===== src/pkg/artmr_map.vh =====
`ifndef ARTMR_MAP_VH
`define ARTMR_MAP_VH
// ----------------------------------------
// register indices (byte address = 4 * index)
// ----------------------------------------
`define ARTMR_IDX_CTRL      10'h091
`define ARTMR_IDX_RELOAD_LO 10'h092
`define ARTMR_IDX_RELOAD_HI 10'h093
`define ARTMR_IDX_COUNT_LO  10'h094
`define ARTMR_IDX_COUNT_HI  10'h095
`define ARTMR_IDX_CLKCTL    10'h096
// ----------------------------------------
// timer_control_reg fields
// ----------------------------------------
`define ARTMR_CTL_HFLAG     7
`define ARTMR_CTL_LFLAG     6
`define ARTMR_CTL_LIEN      5
`define ARTMR_CTL_CAPEN     4
`define ARTMR_CTL_SPLIT     3
`define ARTMR_CTL_RUN       2
`define ARTMR_CTL_XCLK      0
// ----------------------------------------
// clock_control_reg fields
// ----------------------------------------
`define ARTMR_CKC_LOSYS     0
`define ARTMR_CKC_HISYS     1
`define ARTMR_CKC_IEN       2
// ----------------------------------------
// reset values and timing counts
// ----------------------------------------
`define ARTMR_RST_BYTE      8'h00
`define ARTMR_RST_BIT       1'b0
`define ARTMR_DIV12_LAST    4'hb
`define ARTMR_DIV8_LAST     3'h7
`define ARTMR_RESP_OKAY     2'h0
`define ARTMR_RESP_SLVERR   2'h2
`endif


===== src/design/artmr_top.v =====
// Notes on behaviour
// - counter is low byte plus high byte; split bit picks 16-bit or two 8-bit
// - count clocks: system clock, system clock/12, synchronized external oscillator/8
// - 16-bit mode increments per tick; on full wrap loads reload value, sets high flag
// - 16-bit mode with interrupt enabled requests on every full wrap
// - 16-bit mode with low interrupt enable also requests on low byte wrap
// - split mode runs two 8-bit counters, each reloading its own reload byte
// - split mode: run bit gates only the high byte; low byte always counts
// - per-byte system_clock select; else external select picks /12 or external/8
// - split mode: high wrap sets high flag, low wrap sets low flag
// - split mode interrupts on high wrap, plus low wrap if low enable set
// - hardware never clears overflow flags; software clears and inspects both
// - capture mode counts on system clock or /12 per low select
// - capture event copies 16-bit count into reload pair and sets high flag
// - capture event on each falling edge of external oscillator/8
// - capture-enable bit 1 enters capture mode, 0 leaves it off
// - control bits 7,6,5,4,3,2,0 as flags, enables, split, run, xclk; reset zero
`include "artmr_map.vh"
`default_nettype none

module artmr_top (
  // clock and reset
  input  wire        REF_CLK,
  input  wire        SYS_RST,
  // external oscillator pin
  input  wire        EXT_OSC,
  // axi4-lite write address
  input  wire [11:0] S_AXI_AWADDR,
  input  wire        S_AXI_AWVALID,
  output reg         S_AXI_AWREADY,
  // axi4-lite write data
  input  wire [31:0] S_AXI_WDATA,
  input  wire [3:0]  S_AXI_WSTRB,
  input  wire        S_AXI_WVALID,
  output reg         S_AXI_WREADY,
  // axi4-lite write response
  output reg  [1:0]  S_AXI_BRESP,
  output reg         S_AXI_BVALID,
  input  wire        S_AXI_BREADY,
  // axi4-lite read address
  input  wire [11:0] S_AXI_ARADDR,
  input  wire        S_AXI_ARVALID,
  output reg         S_AXI_ARREADY,
  // axi4-lite read data
  output reg  [31:0] S_AXI_RDATA,
  output reg  [1:0]  S_AXI_RRESP,
  output reg         S_AXI_RVALID,
  input  wire        S_AXI_RREADY,
  // interrupt request to the core
  output reg         TIMER_IRQ
);

  // ----------------------------------------
  // registers
  // ----------------------------------------
  reg [7:0]  count_low_byte;
  reg [7:0]  count_high_byte;
  reg [7:0]  reload_low_byte;
  reg [7:0]  reload_high_byte;
  reg        high_overflow_flag;
  reg        low_overflow_flag;
  reg        low_overflow_irq_enable;
  reg        capture_enable_bit;
  reg        split_mode_bit;
  reg        run_control_bit;
  reg        external_clock_select;
  reg        low_byte_system_clock_select;
  reg        high_byte_system_clock_select;
  reg        timer_irq_enable;

  // ----------------------------------------
  // bus slave state
  // ----------------------------------------
  reg [9:0]  aw_index;
  reg        aw_held;
  reg [7:0]  w_byte;
  reg        w_lane0;
  reg        w_held;
  wire       aw_take = S_AXI_AWVALID & S_AXI_AWREADY;
  wire       w_take  = S_AXI_WVALID & S_AXI_WREADY;
  wire       ar_take = S_AXI_ARVALID & S_AXI_ARREADY;
  wire       wr_fire = aw_held & w_held & ~S_AXI_BVALID;
  wire       wr_en   = wr_fire & w_lane0;
  wire       wr_ctl  = wr_en & (aw_index == `ARTMR_IDX_CTRL);
  wire       wr_rll  = wr_en & (aw_index == `ARTMR_IDX_RELOAD_LO);
  wire       wr_rlh  = wr_en & (aw_index == `ARTMR_IDX_RELOAD_HI);
  wire       wr_cl   = wr_en & (aw_index == `ARTMR_IDX_COUNT_LO);
  wire       wr_ch   = wr_en & (aw_index == `ARTMR_IDX_COUNT_HI);
  wire       wr_ckc  = wr_en & (aw_index == `ARTMR_IDX_CLKCTL);
  wire       aw_hit  = (aw_index >= `ARTMR_IDX_CTRL) & (aw_index <= `ARTMR_IDX_CLKCTL);

  // ----------------------------------------
  // clock sources
  // ----------------------------------------
  reg [3:0]  div12;
  reg        osc_s1;
  reg        osc_s2;
  reg        osc_s3;
  reg        osc_filt;
  reg        osc_filt_d;
  reg [2:0]  div8;
  wire       tick12   = (div12 == `ARTMR_DIV12_LAST);
  wire       osc_rise = osc_filt & ~osc_filt_d;
  // msb of div8 falls here: one tick per external/8 period
  wire       ext_tick = osc_rise & (div8 == `ARTMR_DIV8_LAST);

  always @(posedge REF_CLK or posedge SYS_RST) begin
    if (SYS_RST) begin
      div12      <= 4'h0;
      osc_s1     <= 1'b0;
      osc_s2     <= 1'b0;
      osc_s3     <= 1'b0;
      osc_filt   <= 1'b0;
      osc_filt_d <= 1'b0;
      div8       <= 3'h0;
    end else begin
      div12 <= tick12 ? 4'h0 : div12 + 4'h1;
      osc_s1 <= EXT_OSC;
      osc_s2 <= osc_s1;
      osc_s3 <= osc_s2;
      // level accepted only when two stages agree
      if (osc_s2 == osc_s3) begin
        osc_filt <= osc_s3;
      end
      osc_filt_d <= osc_filt;
      // oscillator must stay well below half the system clock
      if (osc_rise) begin
        div8 <= div8 + 3'h1;
      end
    end
  end

  // per-byte tick selection
  wire tick_lo  = low_byte_system_clock_select ? 1'b1 :
                  (external_clock_select ? ext_tick : tick12);
  wire tick_hi  = high_byte_system_clock_select ? 1'b1 :
                  (external_clock_select ? ext_tick : tick12);
  wire tick_cap = low_byte_system_clock_select ? 1'b1 : tick12;

  // ----------------------------------------
  // counter next state
  // ----------------------------------------
  reg [7:0] next_count_low;
  reg [7:0] next_count_high;
  reg       set_high;
  reg       set_low;
  reg       capture;

  always @* begin
    next_count_low  = count_low_byte;
    next_count_high = count_high_byte;
    set_high        = 1'b0;
    set_low         = 1'b0;
    capture         = 1'b0;
    if (capture_enable_bit) begin
      capture  = ext_tick;
      set_high = ext_tick;
      if (run_control_bit & tick_cap) begin
        // overflow here wraps to zero; the reload pair holds capture data
        next_count_low = count_low_byte + 8'h01;
        if (count_low_byte == 8'hff) begin
          set_low         = 1'b1;
          next_count_high = count_high_byte + 8'h01;
        end
      end
    end else if (!split_mode_bit) begin
      if (run_control_bit & tick_lo) begin
        if (count_low_byte == 8'hff) begin
          set_low = 1'b1;
          if (count_high_byte == 8'hff) begin
            next_count_low  = reload_low_byte;
            next_count_high = reload_high_byte;
            set_high        = 1'b1;
          end else begin
            next_count_low  = 8'h00;
            next_count_high = count_high_byte + 8'h01;
          end
        end else begin
          next_count_low = count_low_byte + 8'h01;
        end
      end
    end else begin
      if (tick_lo) begin
        if (count_low_byte == 8'hff) begin
          next_count_low = reload_low_byte;
          set_low        = 1'b1;
        end else begin
          next_count_low = count_low_byte + 8'h01;
        end
      end
      if (run_control_bit & tick_hi) begin
        if (count_high_byte == 8'hff) begin
          next_count_high = reload_high_byte;
          set_high        = 1'b1;
        end else begin
          next_count_high = count_high_byte + 8'h01;
        end
      end
    end
  end

  // ----------------------------------------
  // register update
  // ----------------------------------------
  always @(posedge REF_CLK or posedge SYS_RST) begin
    if (SYS_RST) begin
      count_low_byte          <= `ARTMR_RST_BYTE;
      count_high_byte         <= `ARTMR_RST_BYTE;
      reload_low_byte         <= `ARTMR_RST_BYTE;
      reload_high_byte        <= `ARTMR_RST_BYTE;
      high_overflow_flag      <= `ARTMR_RST_BIT;
      low_overflow_flag       <= `ARTMR_RST_BIT;
      low_overflow_irq_enable <= `ARTMR_RST_BIT;
      capture_enable_bit      <= `ARTMR_RST_BIT;
      split_mode_bit          <= `ARTMR_RST_BIT;
      run_control_bit         <= `ARTMR_RST_BIT;
      external_clock_select   <= `ARTMR_RST_BIT;
      low_byte_system_clock_select  <= `ARTMR_RST_BIT;
      high_byte_system_clock_select <= `ARTMR_RST_BIT;
      timer_irq_enable        <= `ARTMR_RST_BIT;
      TIMER_IRQ               <= 1'b0;
    end else begin
      // software byte writes take priority over hardware updates
      count_low_byte  <= wr_cl ? w_byte : next_count_low;
      count_high_byte <= wr_ch ? w_byte : next_count_high;
      if (wr_rll) begin
        reload_low_byte <= w_byte;
      end else if (capture) begin
        reload_low_byte <= count_low_byte;
      end
      if (wr_rlh) begin
        reload_high_byte <= w_byte;
      end else if (capture) begin
        reload_high_byte <= count_high_byte;
      end
      // flags: a hardware set in the clearing cycle survives
      if (wr_ctl) begin
        high_overflow_flag      <= w_byte[`ARTMR_CTL_HFLAG] | set_high;
        low_overflow_flag       <= w_byte[`ARTMR_CTL_LFLAG] | set_low;
        low_overflow_irq_enable <= w_byte[`ARTMR_CTL_LIEN];
        capture_enable_bit      <= w_byte[`ARTMR_CTL_CAPEN];
        split_mode_bit          <= w_byte[`ARTMR_CTL_SPLIT];
        run_control_bit         <= w_byte[`ARTMR_CTL_RUN];
        external_clock_select   <= w_byte[`ARTMR_CTL_XCLK];
      end else begin
        high_overflow_flag <= high_overflow_flag | set_high;
        low_overflow_flag  <= low_overflow_flag | set_low;
      end
      if (wr_ckc) begin
        low_byte_system_clock_select  <= w_byte[`ARTMR_CKC_LOSYS];
        high_byte_system_clock_select <= w_byte[`ARTMR_CKC_HISYS];
        timer_irq_enable        <= w_byte[`ARTMR_CKC_IEN];
      end
      // level request while a flag that is enabled stands
      TIMER_IRQ <= timer_irq_enable &
                   (high_overflow_flag | (low_overflow_irq_enable & low_overflow_flag));
    end
  end

  // ----------------------------------------
  // read mux
  // ----------------------------------------
  reg [7:0] rd_byte;
  reg       rd_hit;
  wire [9:0] ar_index = S_AXI_ARADDR[11:2];

  always @* begin
    rd_byte = 8'h00;
    rd_hit  = 1'b1;
    case (ar_index)
      `ARTMR_IDX_CTRL: begin
        rd_byte = {high_overflow_flag, low_overflow_flag, low_overflow_irq_enable,
                   capture_enable_bit, split_mode_bit, run_control_bit, 1'b0,
                   external_clock_select};
      end
      `ARTMR_IDX_RELOAD_LO: begin
        rd_byte = reload_low_byte;
      end
      `ARTMR_IDX_RELOAD_HI: begin
        rd_byte = reload_high_byte;
      end
      `ARTMR_IDX_COUNT_LO: begin
        rd_byte = count_low_byte;
      end
      `ARTMR_IDX_COUNT_HI: begin
        rd_byte = count_high_byte;
      end
      `ARTMR_IDX_CLKCTL: begin
        rd_byte = {5'h00, timer_irq_enable, high_byte_system_clock_select,
                   low_byte_system_clock_select};
      end
      default: begin
        rd_hit = 1'b0;
      end
    endcase
  end

  // ----------------------------------------
  // axi4-lite slave
  // ----------------------------------------
  always @(posedge REF_CLK or posedge SYS_RST) begin
    if (SYS_RST) begin
      S_AXI_AWREADY <= 1'b1;
      S_AXI_WREADY  <= 1'b1;
      S_AXI_BVALID  <= 1'b0;
      S_AXI_BRESP   <= `ARTMR_RESP_OKAY;
      S_AXI_ARREADY <= 1'b1;
      S_AXI_RVALID  <= 1'b0;
      S_AXI_RDATA   <= 32'h0000_0000;
      S_AXI_RRESP   <= `ARTMR_RESP_OKAY;
      aw_index      <= 10'h000;
      aw_held       <= 1'b0;
      w_byte        <= 8'h00;
      w_lane0       <= 1'b0;
      w_held        <= 1'b0;
    end else begin
      if (aw_take) begin
        aw_index      <= S_AXI_AWADDR[11:2];
        aw_held       <= 1'b1;
        S_AXI_AWREADY <= 1'b0;
      end
      if (w_take) begin
        w_byte       <= S_AXI_WDATA[7:0];
        w_lane0      <= S_AXI_WSTRB[0];
        w_held       <= 1'b1;
        S_AXI_WREADY <= 1'b0;
      end
      // one write in flight; ready returns once the response is taken
      if (wr_fire) begin
        aw_held      <= 1'b0;
        w_held       <= 1'b0;
        S_AXI_BVALID <= 1'b1;
        S_AXI_BRESP  <= aw_hit ? `ARTMR_RESP_OKAY : `ARTMR_RESP_SLVERR;
      end else if (S_AXI_BVALID & S_AXI_BREADY) begin
        S_AXI_BVALID  <= 1'b0;
        S_AXI_AWREADY <= 1'b1;
        S_AXI_WREADY  <= 1'b1;
      end
      if (ar_take) begin
        S_AXI_ARREADY <= 1'b0;
        S_AXI_RVALID  <= 1'b1;
        S_AXI_RDATA   <= {24'h00_0000, rd_byte};
        S_AXI_RRESP   <= rd_hit ? `ARTMR_RESP_OKAY : `ARTMR_RESP_SLVERR;
      end else if (S_AXI_RVALID & S_AXI_RREADY) begin
        S_AXI_RVALID  <= 1'b0;
        S_AXI_ARREADY <= 1'b1;
      end
    end
  end

endmodule // artmr_top

`default_nettype wire


===== config.mk =====
export PLATFORM = sky130hd
export DESIGN_NAME = artmr_top
export DESIGN_NICKNAME = d
export VERILOG_FILES = /design/src/design/artmr_top.v
export VERILOG_INCLUDE_DIRS = /design/src /design/src/pkg
export SDC_FILE = /design/constraint.sdc
export NUM_CORES = 1
export LEC_CHECK = 0
export BUFFER_PORTS_ARGS = -buffer_cell sky130_fd_sc_hd__buf_4
export CAP_MARGIN = 30
export CORE_MARGIN = 2
export CORE_UTILIZATION = 45
export CTS_BUF_LIST = sky130_fd_sc_hd__clkbuf_8
export DETAILED_ROUTE_END_ITERATION = 7
export GPL_TIMING_DRIVEN = 0
export PLACE_DENSITY = 0.74
export SETUP_SLACK_MARGIN = 0.15
export SLEW_MARGIN = 20
export SYNTH_ARGS = -nofsm -noshare
export SYNTH_HDL_FRONTEND = slang
export SYNTH_SLANG_ARGS = --single-unit

===== constraint.sdc =====
create_clock -name REF_CLK -period 3.4 [get_ports REF_CLK]
set_input_delay 0.34 -clock REF_CLK [delete_from_list [all_inputs] [get_ports REF_CLK]]
set_output_delay 0.34 -clock REF_CLK [all_outputs]
set_load 0.01 [all_outputs]

==> results.toml <==
[power_and_ir_drop]
p_seq_share_pct = 56.0
clkPwrFrac_pct = 27.0
p_int_mw = 1.80
p_leak_nw = 2.82
vdd_drop_max_uv = 309
combPwrFrac_pct = 17.0
p_per_area_nw_per_um2 = 450
switching_power_mw = 0.855
swShare_pct = 32.2

[global_route]
grtUsageTotal_pct = 20.4
grt_pass1_vias = 3693
antenna_found_initial = 0
grt_overflow_total = 0
grt_pass1_wl_um = 18800
grt_max_degree = 48

[clock_network]
cts_root_buffer = "clkbuf_8"
ctsResizeCount = 0
cts_max_level = 3
cts.sink_count = 91
clk_pin_slew_ns = 0.09
clock_path_buffers = 2
postCtsSetupBuffers = 0
insertion_delay_ns = 0.37
cts_hold_buf = 0
numCtsBuffers = 9
tritoncts = "yes"

[drt]
drc_errors = 0
ant_nets = 0
drtPass1Iterations = 7
drtIter0Drc = 235
wl_per_cell_um = 16.3
drt_wl_total_um = 11600
via_count = 3919
via_per_inst = 5.48

[placed_design]
portBuffers = 51
dpl.hpwl_um = 8590
gp_congestion = 0.932
placed_cell_area_um2 = 5720
pre_cts_ws_ns = 1.01

[synthesis]
ys_seq_elements = 91
synthArstFlopShare_pct = 100
avgSynthCellArea_um2 = 10.4
synth.area.top_cells = "dfrtp_1, mux2i_1, mux2_2"
synth_edf_count = 0
yosysTopAreaCell = "dfrtp_1"
synthCells = 482
netlist.area_leader.share_pct = 43.7
synth_commonest_cells = "dfrtp_1, nand2_1, mux2i_1, o21ai_0"
syn_area_um2 = 5040
ys_warn_count = 0
synth_seq_area_share_pct = 45.3
synth.distinct_cells = 68
ys.flop_type = "dfrtp_1"
synth.most_common_cell = "dfrtp_1"

[final_layout]
syn2layout_area_growth_pct = 17.4
final_area_um2 = 5910
antennaDiodeCount = 0
finalNetCount = 643
fin_util_pct = 54.3
drive_gt1_share_pct = 27.3

[setup_path]
crit_required_ns = 3.65
worstRegToRegCells = 8
critical_path_class = "register to register"
cp.arrival_ns = 2.67
r2r_end = "count_low_byte[0]"
worstPathMaxFanout = 10
r2r_start = "div8[0]"
rrSetupSlack_ns = 0.98
start_kind = "register"
endpoint_kind = "register"

[status]
status = "complete, no violations"

[sta]
tightest_slew_ns = 0.679
hold_violations = 0
fin_ws_ns = 0.982
fmax_mhz = 414
setup_viol = 0
fin_worst_skew_ns = 0.0153
rsz0062_at_grt = "false"
relSlewSlack_pct = 54.7
slew_violations = 0
fin_crit_sh_pct = 71.1
period_needed_ns = 2.42

[job]
drv_cap = 0

[die]
dieHeight_um = 110
die_area_um2 = 12100
start_util_pct = 46.3
fp.dieW_um = 110
core_um2 = 10900
io_pins = 110
rows = 38

[min_path]
min-delay-path-class = "input pin to async pin"
-- metrics by stage --
stage          TNS (ns)  std cells  hold WS [ns]  power (mW)
6_report              0        715        0.0408        2.66
5_1_grt               0        715        0.0712        2.80
4_1_cts               0        715        0.0515        2.69
3_5_place_dp          0        699         0.350        1.97
3_3_place_gp     -30.07        698         0.335        1.92
2_1_floorplan         0        507         0.331        1.76
-- registers in the layout, indices dropped and copies added (netlist names), 3 cells and up --
| signal | flops |
|---|---|
| S_AXI_RDATA | 8 |
| aw_index | 10 |
| count_high_byte | 8 |
| count_low_byte | 8 |
| div12 | 4 |
| div8 | 3 |
| reload_high_byte | 8 |
| reload_low_byte | 8 |
| w_byte | 8 |
-- worst max-delay path: stages (launching register included) --
cell and delay [ns]:
dfrtp_1 0.40, ha_1 0.20, ha_1 0.18, and3b_1 0.23, mux2_4 0.29, o311ai_4 0.43
buf_6 0.23, o21ai_1 0.08, mux2_2 0.25
-- metal layers --
layer | part of all wire, % | up-vias | wire [um] | track usage (%)
li1 | - | 1854 | - | -
met1 | 43 | 1852 | 4960 | 27.2
met2 | 46 | 186 | 5330 | 31.9
met3 | 8.3 | 27 | 961 | 4.45
met4 | 3.3 | 0 | 389 | 8.95
met5 | 0 | - | 0 | 0
-- worst max path at each step --
stage                     slack, ns  cells past startpoint    start           endpoint
after global routing           0.89                      8  div8[0]  count_low_byte[0]
after detailed placement       1.01                      8  div8[0]  count_low_byte[0]
final                          0.98                      8  div8[0]  count_low_byte[0]
after global placement        -0.35                      2  SYS_RST  count_low_byte[3]
after CTS                       1.0                      8  div8[0]  count_low_byte[0]
after floorplan                0.70                      1  SYS_RST     S_AXI_BRESP[1]
-- placed cells by master (no fill, tap or decap), types with 7 or more instances in the layout --
cell | Yosys | final
a21oi_1 | 19 | 19
buf_4 | 26 | 77
clkbuf_1 | 7 | 7
clkbuf_8 | 2 | 12
conb_1 | 1 | 26
dfrtp_1 | 88 | 88
inv_1 | 16 | 15
mux2_2 | 31 | 31
mux2i_1 | 40 | 40
nand2_1 | 45 | 45
nand3_1 | 12 | 12
nor2_1 | 31 | 31
o21ai_0 | 37 | 37
-- power groups by stage --
stage	registers, mW	clock network (mW)	logic [mW]
6_report	1.49	0.718	0.451
5_1_grt	1.51	0.787	0.505
4_1_cts	1.49	0.739	0.458
3_5_place_dp	1.51	0	0.458
3_3_place_gp	1.49	0	0.430
2_1_floorplan	1.41	0	0.345
-- final cells by class --
class	count	area (um^2)
Sequential cell	91	2280
Fill cell	952	4980
Inverter	16	62.6
Tap cell	140	175
Clock buffer	10	138
Multi-Input combinational cell	354	2450
Timing Repair Buffer	52	410
Clock inverter	6	55.1
Buffer	46	338
-- cell families (layout without fill, tap and decap cells) --
family	Yosys count	after routing	synth area share [%]
AO/OA/AOI/OAI	99	99	12.5
XOR/XNOR	8	8	1.39
adder cells (fa/ha/maj)	6	6	1.44
buffers and inverters	62	130	7.90
flip-flops	91	91	45.3
multiplexers	72	72	15.2
other	1	26	0.0745
AND/OR/NAND/NOR	143	143	16.2
Note: power is estimated with default switching activity, not from simulation.
